File: config.mk
export PLATFORM = sky130hd
export DESIGN_NAME = sdv_divider
export DESIGN_NICKNAME = d
export VERILOG_FILES = /design/src/inc/sdv_pkg.sv /design/src/logic/sdv_step.sv /design/src/logic/sdv_divider.sv
export SDC_FILE = /design/constraint.sdc
export NUM_CORES = 1
export LEC_CHECK = 0
export BUFFER_PORTS_ARGS = -buffer_cell sky130_fd_sc_hd__buf_4
export CAP_MARGIN = 5
export CORE_AREA = 2 2 139 141
export DETAILED_ROUTE_END_ITERATION = 6
export DIE_AREA = 0 0 141 143
export HOLD_SLACK_MARGIN = 0.02
export PLACE_DENSITY_LB_ADDON = 0.3
export SYNTH_ARGS = -nofsm -noshare
export SYNTH_HDL_FRONTEND = slang
export SYNTH_SLANG_ARGS = --single-unit
File: constraint.sdc
create_clock -name mclk -period 2.5 [get_ports mclk]
set_input_delay 0.375 -clock mclk [delete_from_list [all_inputs] [get_ports mclk]]
set_output_delay 0.375 -clock mclk [all_outputs]
set_load 0.1 [all_outputs]
File: src/inc/sdv_pkg.sv
// Package for the sequential divider: widths, counts, state encoding.
// Assumes nothing of its surroundings.
`default_nettype none
package sdv_pkg;
  localparam int NUMER_WIDTH = 64;
  localparam int DENOM_WIDTH = 16;
  localparam int STEP_WIDTH = 7;
  localparam logic [STEP_WIDTH-1:0] LAST_STEP = 7'h3f;
  localparam logic [STEP_WIDTH-1:0] STEP_RESET = 7'h00;
  localparam logic [NUMER_WIDTH-1:0] QUOT_RESET = 64'h0;
  localparam logic [DENOM_WIDTH-1:0] REM_RESET = 16'h0;
  localparam logic DONE_RESET = 1'b1;
  typedef enum logic [1:0] {
    SDV_IDLE = 2'b00,
    SDV_LOAD = 2'b01,
    SDV_RUN = 2'b11
  } sdv_state_t;
endpackage : sdv_pkg
`default_nettype wire

File: src/logic/sdv_step.sv
// One restoring-division step: shift in one dividend bit, try subtract.
// Assumes operands are unsigned; purely combinational.
`timescale 1ns/1ps
`default_nettype none
module sdv_step (
  input wire logic [sdv_pkg::DENOM_WIDTH-1:0] partRem,
  input wire logic nextBit,
  input wire logic [sdv_pkg::DENOM_WIDTH-1:0] divisor,
  output logic [sdv_pkg::DENOM_WIDTH-1:0] newRem,
  output logic quotBit
);
  logic [sdv_pkg::DENOM_WIDTH:0] trial;
  logic [sdv_pkg::DENOM_WIDTH:0] diff;
  always_comb begin
    trial = {partRem, nextBit};
    diff = trial - {1'b0, divisor};
    quotBit = (trial >= {1'b0, divisor});
    newRem = quotBit ? diff[sdv_pkg::DENOM_WIDTH-1:0] : trial[sdv_pkg::DENOM_WIDTH-1:0];
  end
endmodule // sdv_step
`default_nettype wire

File: src/logic/sdv_divider.sv
// Sequential unsigned divider, one quotient bit per clock.
// Assumes start, numer and denom come from logic on mclk.
`timescale 1ns/1ps
`default_nettype none
// Function
// - Quotient width equals dividend width parameter
// - Remainder width equals divisor width parameter
// - All steps advance on single clock
// - Reset clears results, holds done high
// - Capture operands every clock start high
// - Division begins when start falls
// - Input changes ignored after capture
// - Quotient valid only while done high
// - Remainder valid only while done high
// - Done rises when results final
module sdv_divider (
  input wire logic mclk,
  input wire logic rst_b,
  input wire logic start,
  input wire logic [sdv_pkg::NUMER_WIDTH-1:0] numer,
  input wire logic [sdv_pkg::DENOM_WIDTH-1:0] denom,
  output logic [sdv_pkg::NUMER_WIDTH-1:0] quotient,
  output logic [sdv_pkg::DENOM_WIDTH-1:0] remain,
  output logic done
);
  sdv_pkg::sdv_state_t state_reg;
  logic [sdv_pkg::NUMER_WIDTH-1:0] numer_reg;
  logic [sdv_pkg::DENOM_WIDTH-1:0] denom_reg;
  logic [sdv_pkg::NUMER_WIDTH-1:0] work_reg;
  logic [sdv_pkg::DENOM_WIDTH-1:0] rem_reg;
  logic [sdv_pkg::STEP_WIDTH-1:0] step_reg;
  logic [sdv_pkg::DENOM_WIDTH-1:0] rem_next;
  logic quotBit;
  logic [sdv_pkg::NUMER_WIDTH-1:0] work_next;

  sdv_step u_step (
    .partRem(rem_reg),
    .nextBit(work_reg[sdv_pkg::NUMER_WIDTH-1]),
    .divisor(denom_reg),
    .newRem(rem_next),
    .quotBit(quotBit)
  );

  // Dividend shifts out the top while quotient bits fill the bottom
  assign work_next = {work_reg[sdv_pkg::NUMER_WIDTH-2:0], quotBit};

  // Operand capture while start is high
  always_ff @(posedge mclk) begin
    if (!rst_b) begin
      numer_reg <= sdv_pkg::QUOT_RESET;
      denom_reg <= sdv_pkg::REM_RESET;
    end else if (start) begin
      numer_reg <= numer;
      denom_reg <= denom;
    end
  end

  // Sequencing
  always_ff @(posedge mclk) begin
    if (!rst_b) begin
      state_reg <= sdv_pkg::SDV_IDLE;
      step_reg <= sdv_pkg::STEP_RESET;
    end else begin
      unique case (state_reg)
        sdv_pkg::SDV_IDLE: begin
          if (start) begin
            state_reg <= sdv_pkg::SDV_LOAD;
          end
        end
        sdv_pkg::SDV_LOAD: begin
          if (!start) begin
            state_reg <= sdv_pkg::SDV_RUN;
            step_reg <= sdv_pkg::STEP_RESET;
          end
        end
        sdv_pkg::SDV_RUN: begin
          if (start) begin
            state_reg <= sdv_pkg::SDV_LOAD;
          end else if (step_reg == sdv_pkg::LAST_STEP) begin
            state_reg <= sdv_pkg::SDV_IDLE;
          end else begin
            step_reg <= step_reg + 7'h01;
          end
        end
        default: begin
          state_reg <= sdv_pkg::SDV_IDLE;
        end
      endcase
    end
  end

  // Datapath
  always_ff @(posedge mclk) begin
    if (!rst_b) begin
      work_reg <= sdv_pkg::QUOT_RESET;
      rem_reg <= sdv_pkg::REM_RESET;
    end else if (state_reg == sdv_pkg::SDV_LOAD && !start) begin
      work_reg <= numer_reg;
      rem_reg <= sdv_pkg::REM_RESET;
    end else if (state_reg == sdv_pkg::SDV_RUN && !start) begin
      work_reg <= work_next;
      rem_reg <= rem_next;
    end
  end

  // Results and completion flag
  always_ff @(posedge mclk) begin
    if (!rst_b) begin
      quotient <= sdv_pkg::QUOT_RESET;
      remain <= sdv_pkg::REM_RESET;
      done <= sdv_pkg::DONE_RESET;
    end else if (start) begin
      done <= 1'b0;
    end else if (state_reg == sdv_pkg::SDV_RUN && step_reg == sdv_pkg::LAST_STEP) begin
      quotient <= work_next;
      remain <= rem_next;
      done <= 1'b1;
    end
  end
endmodule // sdv_divider
`default_nettype wire

; ---- Word-level counts from Yosys, hierarchy flattened
; Index checks and enable logic that the tools add are counted.
[totals]
ff_bits = 250
wordCells = 48
[classes]
n_addsub = 2
magnitude_cmp = 1
n_eq_ne = 8
n_mux = 14
bitwise = 2
reduce_logical = 12
[op_table]
columns = cell, count
row1 = $mux W64, 2
row2 = $mux W7, 3
row3 = $ge A17 B16 Y1, 1
row4 = $mux W16, 1
row5 = $sub A16 B16 Y16, 1
row6 = $pmux W7 S2, 1
row7 = $mux W2, 4
row8 = $ne A2 B2 Y1 const B, 4
row9 = $add A7 B1 Y7 const B, 1
row10 = $eq A7 B6 Y1 const B, 1
row11 = $pmux W2 S3, 1
row12 = $reduce_bool A2 Y1, 3
row13 = $reduce_and A4 Y1, 1
row14 = $logic_and A1 B1 Y1, 3
row15 = $ne A3 B3 Y1 const B, 1
row16 = $reduce_and A3 Y1, 1
row17 = $eq A2 B1 Y1 const B, 1
row18 = $eq A2 B2 Y1 const B, 1
row19 = $logic_not A2 Y1, 1
row20 = $mux W1, 2
row21 = $not A1 Y1, 2
row22 = $reduce_and A2 Y1, 1
row23 = $reduce_or A2 Y1, 1
row24 = $logic_not A1 Y1, 1

; ---- Longest topological paths before layout
; Gate-level depths: netlist of the first run.
[logic_depth]
depth_word = 4
ltp_mapped = 11
depth_no_buf = 9

; ---- Cells and area by module
; Synthesis of the first run repeated with hierarchy kept, for this count alone.
[unflattened]
hier_cells = 1181
hier_area_um2 = 10644.0
[modules_own_cells]
columns = mod, n_inst, cells_each, area_per_inst_um2, seq_area_each_um2
row1 = sdv_divider, 1, 1025, 9479.1, 5004.8
row2 = sdv_step, 1, 156, 1164.9, 0.0

; ---- Least setup slack after synthesis of the first run
; OpenSTA, ideal clock, no wires.
[synth_timing]
kind = register -> register
startpoint = register denom_reg[11] (netlist bit)
endpoint = register rem_reg[9] (netlist bit)
t_arrival_ps = 2009
slack_ps = 358
path_stages_with_launch = 11
n_path_buf = 2
period_less_slack_ps = 2142
cell_sequence = dfxtp_1 > inv_1 > ha_1 > buf_4 > and4_4 > nand3_2 > o31a_1 > a31oi_4 > buf_4 > mux2i_1 > a21oi_1
[synth_via]
elab_chain_len = 2
[synth_rtl]
columns = element, line_no
row1 = start: declaration, sdv_divider.sv:28  ; logic [sdv_pkg::DENOM_WIDTH-1:0] denom_reg;
row2 = start signal: assignment, sdv_divider.sv:51  ; denom_reg <= sdv_pkg::REM_RESET;
row3 = start signal: assignment, sdv_divider.sv:54  ; denom_reg <= denom;
row4 = $ge A17 B16 Y1, sdv_step.sv:17  ; quotBit = (trial >= {1'b0, divisor});
row5 = $mux W16, sdv_step.sv:18  ; newRem = quotBit ? diff[sdv_pkg::DENOM_WIDTH-1:0] : trial[sdv_pkg::DENOM_WIDTH-1:0];
row6 = end signal: assignment, sdv_divider.sv:96  ; rem_reg <= sdv_pkg::REM_RESET;
row7 = end signal: assignment, sdv_divider.sv:99  ; rem_reg <= sdv_pkg::REM_RESET;
row8 = end signal: assignment, sdv_divider.sv:102  ; rem_reg <= rem_next;
row9 = end: declaration, sdv_divider.sv:30  ; logic [sdv_pkg::DENOM_WIDTH-1:0] rem_reg;
; Every way passes these cells.
; A chain may end at the register's enable or synchronous reset.

; ---- Worst setup path after layout of the first run
[layout_timing]
startpoint = register work_reg[63] (netlist bit)
endpoint = register remain[12] (netlist bit)
[layout_via]
elab_chain_len = 2
word_cells_on_any_way = 3
classes_between = add/sub: 1 / order compare: 1 / mux: 1
[layout_rtl]
columns = element, line_no
row1 = start: declaration, sdv_divider.sv:29  ; logic [sdv_pkg::NUMER_WIDTH-1:0] work_reg;
row2 = start signal: assignment, sdv_divider.sv:95  ; work_reg <= sdv_pkg::QUOT_RESET;
row3 = start signal: assignment, sdv_divider.sv:98  ; work_reg <= numer_reg;
row4 = start signal: assignment, sdv_divider.sv:101  ; work_reg <= work_next;
row5 = $sub A16 B16 Y16 / $ge A17 B16 Y1 (equally long branches), "sdv_step.sv:16, sdv_step.sv:17"
row6 = $mux W16 (*), sdv_step.sv:18
row7 = end signal: assignment, sdv_divider.sv:110  ; remain <= sdv_pkg::REM_RESET;
row8 = end signal: assignment, sdv_divider.sv:116  ; remain <= rem_next;
row9 = end: declaration, sdv_divider.sv:23  ; output logic [sdv_pkg::DENOM_WIDTH-1:0] remain,
; Every way passes the cells marked *; elsewhere a longest branch is shown, timed or not.

==> results_dict.tcl, run 1 <==
set metrics [dict create \
    max_slew_margin_pct 44.0 \
    yosysTopAreaCell "dfxtp_1" \
    ys_types 58 \
    fin_cells 1549 \
    skew_ps 12.4 \
    ys_seq_elements 250 \
    post-dp-hpwl_um 15900 \
    cts_tree "done" \
    syn2layout_area_growth_pct 21.9 \
    root_buffer "clkbuf_16" \
    ys_top_cells_by_count "dfxtp_1 (250), nor2_1 (171), mux2i_1 (156)" \
    clock_latency_ps 520 \
    slew_violations 0 \
    grt.met2_usage_pct 40.4 \
    grtUsageMet1_pct 32.8 \
    rsz0062_at_grt "false" \
    r2r_start "work_reg[63]$_SDFFE_PN0P_" \
    die_area_sq_mm 0.0202 \
    synth_enable_flop_cells 0 \
    num_io_pins 164 \
    antenna_found_initial 0 \
    dp.cells 1507 \
    core_sq_mm 0.0186 \
    maxCapViolations 0 \
    met3_usage_pct 3.39 \
    grt_most_used_layer "met2" \
    powerDensity_mw_per_mm2 721 \
    slowest_stage "fa_1" \
    layout-drive-gt1-share_pct 19.1 \
    syn_area_sq_mm 0.0105 \
    drtIter0Drc 412 \
    hold_class "in -> reg" \
    path_clk_slew_ps 60 \
    num_vias 8633 \
    fin_crit_ps 2330 \
    yosysMostFrequentCell "dfxtp_1" \
    cp_max_fo 4 \
    synth-seq-area-share_pct 47.6 \
    ir_drop_mv 0.472 \
    grt_max_degree 143 \
    cp.required_ps 2890 \
    fin_crit_sh_pct 93.3 \
    drc_errors 0 \
    final_util_pct 69.0 \
    final_area_sq_mm 0.0128 \
    path_cells "inv_1 > ha_1 > fa_1 > nand2b_1 > a21o_1 > a211o_1 > o211a_1 > mux2i_1 > a211oi_1" \
    globalRouteOverflowTotal 0 \
    start_util_pct 56.6 \
    syn_inst 1170 \
    grt.total_usage_pct 24.0 \
    worstPathArrival_ps 2720 \
    synth-async-reset-ratio_pct 0 \
    wl_per_cell_um 15.8 \
    crit_type "reg -> reg" \
    netlist.area_leader.share_pct 47.6 \
    worstMarginPinSlew_ps 840 \
    gp_congestion 0.879 \
    rows 50 \
    finalHoldViolCount 0 \
    ys.flop_type "dfxtp_1" \
    yosysWarnings 0 \
    cts_buffers 26 \
    tns_ps 0 \
    start_kind "register" \
    syn_avg_cell_area_sq_um 8.99 \
    p_leak_nw 5.16 \
    synth_nets 1271 \
    diodes 0 \
    die_y_um 143 \
    status "completed" \
    fin_nets 1403 \
    portBuffers 163 \
    p_total_mw 9.24 \
    cts.sinks 250 \
    grt_pass1_vias 8183 \
    setup_viol 0 \
    cp_slowest_stage_delay_ps 410 \
    end_kind "register" \
    htreeDepth 1 \
    dpl_cell_area_sq_mm 0.0120 \
    cts.path.max_buffers 3 \
    via_per_inst 5.57 \
    cp-startpoint "work_reg[63]$_SDFFE_PN0P_" \
    synth_area_leaders "dfxtp_1 (48%), mux2i_1 (15%), nor2_1 (6.1%)" \
    totalWireLength_um 24400 \
    fp.dieW_um 141 \
    max_freq_mhz 429 \
    grt_pass1_wl_um 40400 \
    antenna_left 0 \
    hp-start "numer[20]" \
    dr.pass1.iters 5 \
]
-- metal layers --
metal	vias up	wire, um	part of all wire (%)
li1	4318	-	-
met1	4054	11200	46
met2	216	11400	47
met3	45	1210	4.9
met4	0	589	2.4
met5	-	0	0
-- cell families (layout without fill, tap and decap cells) --
logic type               after synthesis  count (layout)  synth area share (%)
AND/OR/NAND/NOR                      379             379                  15.0
flip-flops                           250             250                  47.6
AO/OA/AOI/OAI                        244             244                  15.0
multiplexers                         157             157                  15.0
buffers and inverters                110             255                  4.29
adder cells (fa/ha/maj)               18              18                  2.21
XOR/XNOR                              12              12                 0.999
-- layout by cell type, fill, tap and decap left out, types with 6 or more instances in the layout --
cell       instances
clkbuf_1           6
nor2_1           171
ha_1              15
o211ai_1           8
clkbuf_8           6
clkbuf_16         26
a21oi_1           93
o21ai_0           25
a211oi_1          73
nand2b_1          10
xor2_1             6
nand2_1          145
dfxtp_1          249
mux2i_1          155
xnor2_1            6
a21o_1             8
inv_1             20
buf_4            187
nand4_1            7
nand3_1           19
-- final cells by class --
class | count | area [sq um]
fill | 1504 | 5760
inverter | 21 | 83.8
multi-input combinational | 810 | 5090
timing repair buffer | 193 | 1520
tap | 234 | 293
clock inverter | 3 | 76.3
clock buffer | 38 | 756
sequential | 250 | 5010
-- report_power, final --
| group | internal, mW | switching (mW) |
|---|---|---|
| combinational | 0.564 | 0.666 |
| sequential | 4.15 | 0.107 |
| clock | 2.28 | 1.48 |
| total | 6.99 | 2.25 |
-- critical path: cells and delay by family, from the launching register on --
kind / cells / cell delay [ps]
and+or+nand+nor: 1 / 210
AOI/OAI and AO/OA: 4 / 700
buffers and inverters: 1 / 70
DFF: 1 / 380
muxes: 1 / 210
adders and majority gates: 2 / 640
-- stage by stage --
step | hold WS (ps) | worst slack (ps)
after global routing | 86.7 | 15.9
after detailed placement | 447 | 114
after floorplan | 439 | 358
after CTS | 75.5 | 68.8
after global placement | 442 | 184
final | 89.1 | 167
-- final timing paths --
| check | slack [ps] | to | depth (start not counted) |
|---|---|---|---|
| worst max-delay path | 170 | remain[12]$_SDFFE_PN0P_ | 9 |
| worst min register to register | 450 | quotient[8]$_SDFFE_PN0P_ | 2 |
| worst min-delay path | 90 | numer_reg[20]$_SDFFE_PN0P_ | 3 |
| worst max register to register | 170 | remain[12]$_SDFFE_PN0P_ | 9 |
-- timing repair --
item,in CTS,in global routing
hold buffers,0,0
setup buffers,0,1
setup endpoints to repair,0,17
gates resized for setup,0,5
No activity file was read; power rests on OpenSTA's default activity.
==> run 2, diff against run 1 <==
--- a/config.mk
+++ b/config.mk
@@ -5,13 +5,15 @@
 export SDC_FILE = /design/constraint.sdc
 export NUM_CORES = 1
 export LEC_CHECK = 0
-export BUFFER_PORTS_ARGS = -buffer_cell sky130_fd_sc_hd__buf_4
 export CAP_MARGIN = 5
-export CORE_AREA = 2 2 139 141
+export CORE_AREA = 2 2 131 133
+export CTS_BUF_LIST = sky130_fd_sc_hd__clkbuf_8
 export DETAILED_ROUTE_END_ITERATION = 6
-export DIE_AREA = 0 0 141 143
+export DIE_AREA = 0 0 133 135
+export DONT_BUFFER_PORTS = 1
 export HOLD_SLACK_MARGIN = 0.02
 export PLACE_DENSITY_LB_ADDON = 0.3
 export SYNTH_ARGS = -nofsm -noshare
 export SYNTH_HDL_FRONTEND = slang
+export SYNTH_HIERARCHICAL = 1
 export SYNTH_SLANG_ARGS = --single-unit
==> run 2 against run 1 <==
The run now ends with negative setup slack left. Critical path type unchanged. Global-route usage is 10 points higher. Critical endpoint is now rem_reg[12]$_SDFFE_PP0P_. Final area is 11% higher. Sequential share of layout area is 3.8 points lower.
==> results_dict.tcl, run 2 <==
set metrics [dict create \
    status "finished, violations left" \
    violations "negative setup slack" \
    maxCapViolations 0 \
    globalRouteOverflowTotal 0 \
    pwr-share-comb_pct 11.4 \
    crit_type "reg -> reg" \
    core_sq_mm 0.0164 \
    drtIter0Drc 953 \
    cts.path.max_buffers 3 \
    post-dp-hpwl_um 15100 \
    fin_ws_ps -187 \
    netlist.area_leader.share_pct 47.0 \
    fp.dieW_um 133 \
    final_util_pct 86.8 \
    wl_per_cell_um 20.6 \
    fin_nets 1514 \
    final_cell_mix "dfxtp_1 (242), dlygate4sd3_1 (166), nor2_1 (156)" \
    synth_area_leaders "dfxtp_1 (47%), mux2i_1 (14%), nor2_1 (5.5%)" \
    synth-simple-area-share_pct 15.8 \
    grt_max_degree 120 \
    p_total_mw 9.03 \
    yosysTopAreaCell "dfxtp_1" \
    totalWireLength_um 34300 \
    finalHoldViolCount 0 \
    synth-seq-area-share_pct 47.0 \
    end_kind "register" \
    cp_slowest_stage_delay_ps 390 \
    rsz0062_at_grt "true" \
    cts_tree "done" \
    synth_fa_ha_area_share_pct 2.19 \
    slowest_stage "ha_1" \
    fin_hold_ws_ps 65.9 \
    antenna_found_initial 0 \
    critPathTopFamily "compound AO/OA/AOI/OAI gates" \
    path_clk_slew_ps 60 \
    grt_pass1_vias 10100 \
    sw_frac_of_total_pct 26.1 \
    slew_violations 0 \
    yosysMostFrequentCell "dfxtp_1" \
    synth-async-reset-ratio_pct 0 \
    path_cells "inv_1 > ha_1 > o211a_1 > a221o_1 > buf_4 > a21oi_1 > xnor2_1 > mux2_4 > nand2_1 > a21oi_1" \
    die_y_um 135 \
    dp.cells 1412 \
    cts_buffers 41 \
    diodes 0 \
    p_sw_mw 2.35 \
    synth_enable_flop_cells 0 \
    synthXorXnorAreaFrac_pct 0.987 \
    start_kind "register" \
    max_slew_margin_pct 33.8 \
    synth_top_family_by_area "simple AND/OR/NAND/NOR gates" \
    pwr-share-seq_pct 47.1 \
    synth_compound_gate_area_share_pct 13.1 \
    grt.total_usage_pct 34.4 \
    worstPathArrival_ps 3110 \
    synthMuxAreaShare_pct 15.4 \
    setup_viol 20 \
    synth_nets 1282 \
    dr.pass1.iters 6 \
    die_area_sq_mm 0.0180 \
    p_clk_share_pct 41.5 \
    syn2layout_area_growth_pct 33.9 \
    critPathBufInv 2 \
    ir_drop_mv 0.713 \
    syn_inst 1181 \
    grt_pass1_wl_um 49800 \
    fillCellCount 727 \
    hold_class "in -> reg" \
    skew_ps 31.4 \
    via_per_inst 6.21 \
    p_leak_nw 5.59 \
    cp.required_ps 2920 \
    num_vias 10300 \
    start_util_pct 64.9 \
    drc_errors 0 \
    ys_seq_elements 250 \
    root_buffer "clkbuf_8" \
    crit_top_cell "a21oi_1" \
    num_io_pins 164 \
    clock_latency_ps 570 \
    yosysWarnings 6 \
    syn_avg_cell_area_sq_um 9.01 \
    syn_area_sq_mm 0.0106 \
    fin_crit_ps 2690 \
    layout-drive-gt1-share_pct 16.8 \
    htreeDepth 2 \
    powerDensity_mw_per_mm2 634 \
    antenna_left 0 \
    worstMarginPinSlew_ps 992 \
    fin_crit_sh_pct 107 \
    fin_cells 1663 \
    rows 47 \
    cts.sinks 250 \
    ys.flop_type "dfxtp_1" \
    layout_commonest_cell "dfxtp_1" \
    p_int_mw 6.68 \
    cp_max_fo 6 \
    gp_congestion 0.886 \
    portBuffers 0 \
    max_freq_mhz 372 \
    ys_types 56 \
    ys_top_cells_by_count "dfxtp_1 (250), nor2_1 (156), mux2i_1 (147)" \
]
## run 2: changes by cell type after synthesis, moves of 15 or more
| cell | change |
|---|---|
| o21ai_0 | +37 |
| a21oi_1 | -65 |
| o21ai_1 | +31 |
| nand3_1 | +67 |
| nor2_1 | -15 |
| nand2_1 | -15 |
## run 2: final cells by class
type / count / area (sq um) / share of cell area (%)
Inverter: 29 / 124 / 0.869
Timing Repair inverter: 1 / 8.76 / 0.0615
Sequential cell: 250 / 5020 / 35.2
Clock inverter: 16 / 86.3 / 0.606
Clock buffer: 57 / 785 / 5.51
Timing Repair Buffer: 283 / 2640 / 18.5
Multi-Input combinational cell: 807 / 5310 / 37.3
Tap cell: 220 / 275 / 1.93
## run 2: cell families after synthesis
| logic type | after synthesis |
|---|---|
| flip-flops | 250 |
| adder cells (fa/ha/maj) | 18 |
| buffers and inverters | 124 |
| AO/OA/AOI/OAI | 221 |
| XOR/XNOR | 12 |
| multiplexers | 159 |
| AND/OR/NAND/NOR | 397 |
## run 2: repair_timing
item,CTS,global route
setup buffers,0,9
hold buffers,165,2
pin swaps,1,11
cloned,0,2
resized for setup,4,62
setup endpoints to repair,27,57
hold endpoints to repair,163,2
## run 2: path summary, 6_finish.rpt
kind / slack (ps) / startpoint / end / cells after the start
setup reg to reg: -190 / denom_reg[5]$_SDFFE_PN0P_ / rem_reg[12]$_SDFFE_PP0P_ / 10
setup / recovery: -190 / denom_reg[5]$_SDFFE_PN0P_ / rem_reg[12]$_SDFFE_PP0P_ / 10
hold / removal: 70 / start / state_reg[0]$_SDFFE_PN0P_ / 2
hold reg to reg: 460 / remain[6]$_SDFFE_PN0P_ / remain[6]$_SDFFE_PN0P_ / 2
## run 2: power groups by stage
stage / clock network (mW) / logic (mW) / registers (mW)
final: 3.75 / 1.03 / 4.25
after global routing: 3.92 / 1.09 / 4.26
after CTS: 3.71 / 0.888 / 4.23
after detailed placement: 0 / 0.653 / 4.32
after global placement: 0 / 0.627 / 4.31
after floorplan: 0 / 0.595 / 4.29
## run 2: routing by layer
layer | up-vias | routed length, um | share of wire, % | GRT usage [%]
met5 | - | 0 | 0 | 0
met4 | 0 | 1780 | 5.2 | 17.3
met3 | 179 | 2820 | 8.2 | 6.57
met2 | 663 | 16800 | 49 | 62.2
met1 | 4913 | 12900 | 38 | 39.0
li1 | 4568 | - | - | -
## run 2: stage by stage
step	worst slack [ps]	setup TNS, ps	instance area [sq um]
floorplan	31.4	0	10600
global placement	26.9	0	11300
detailed placement	-138	-1660	11300
CTS	5.74	0	13900
global route	-193	-2160	14200
finish	-187	-808	14200
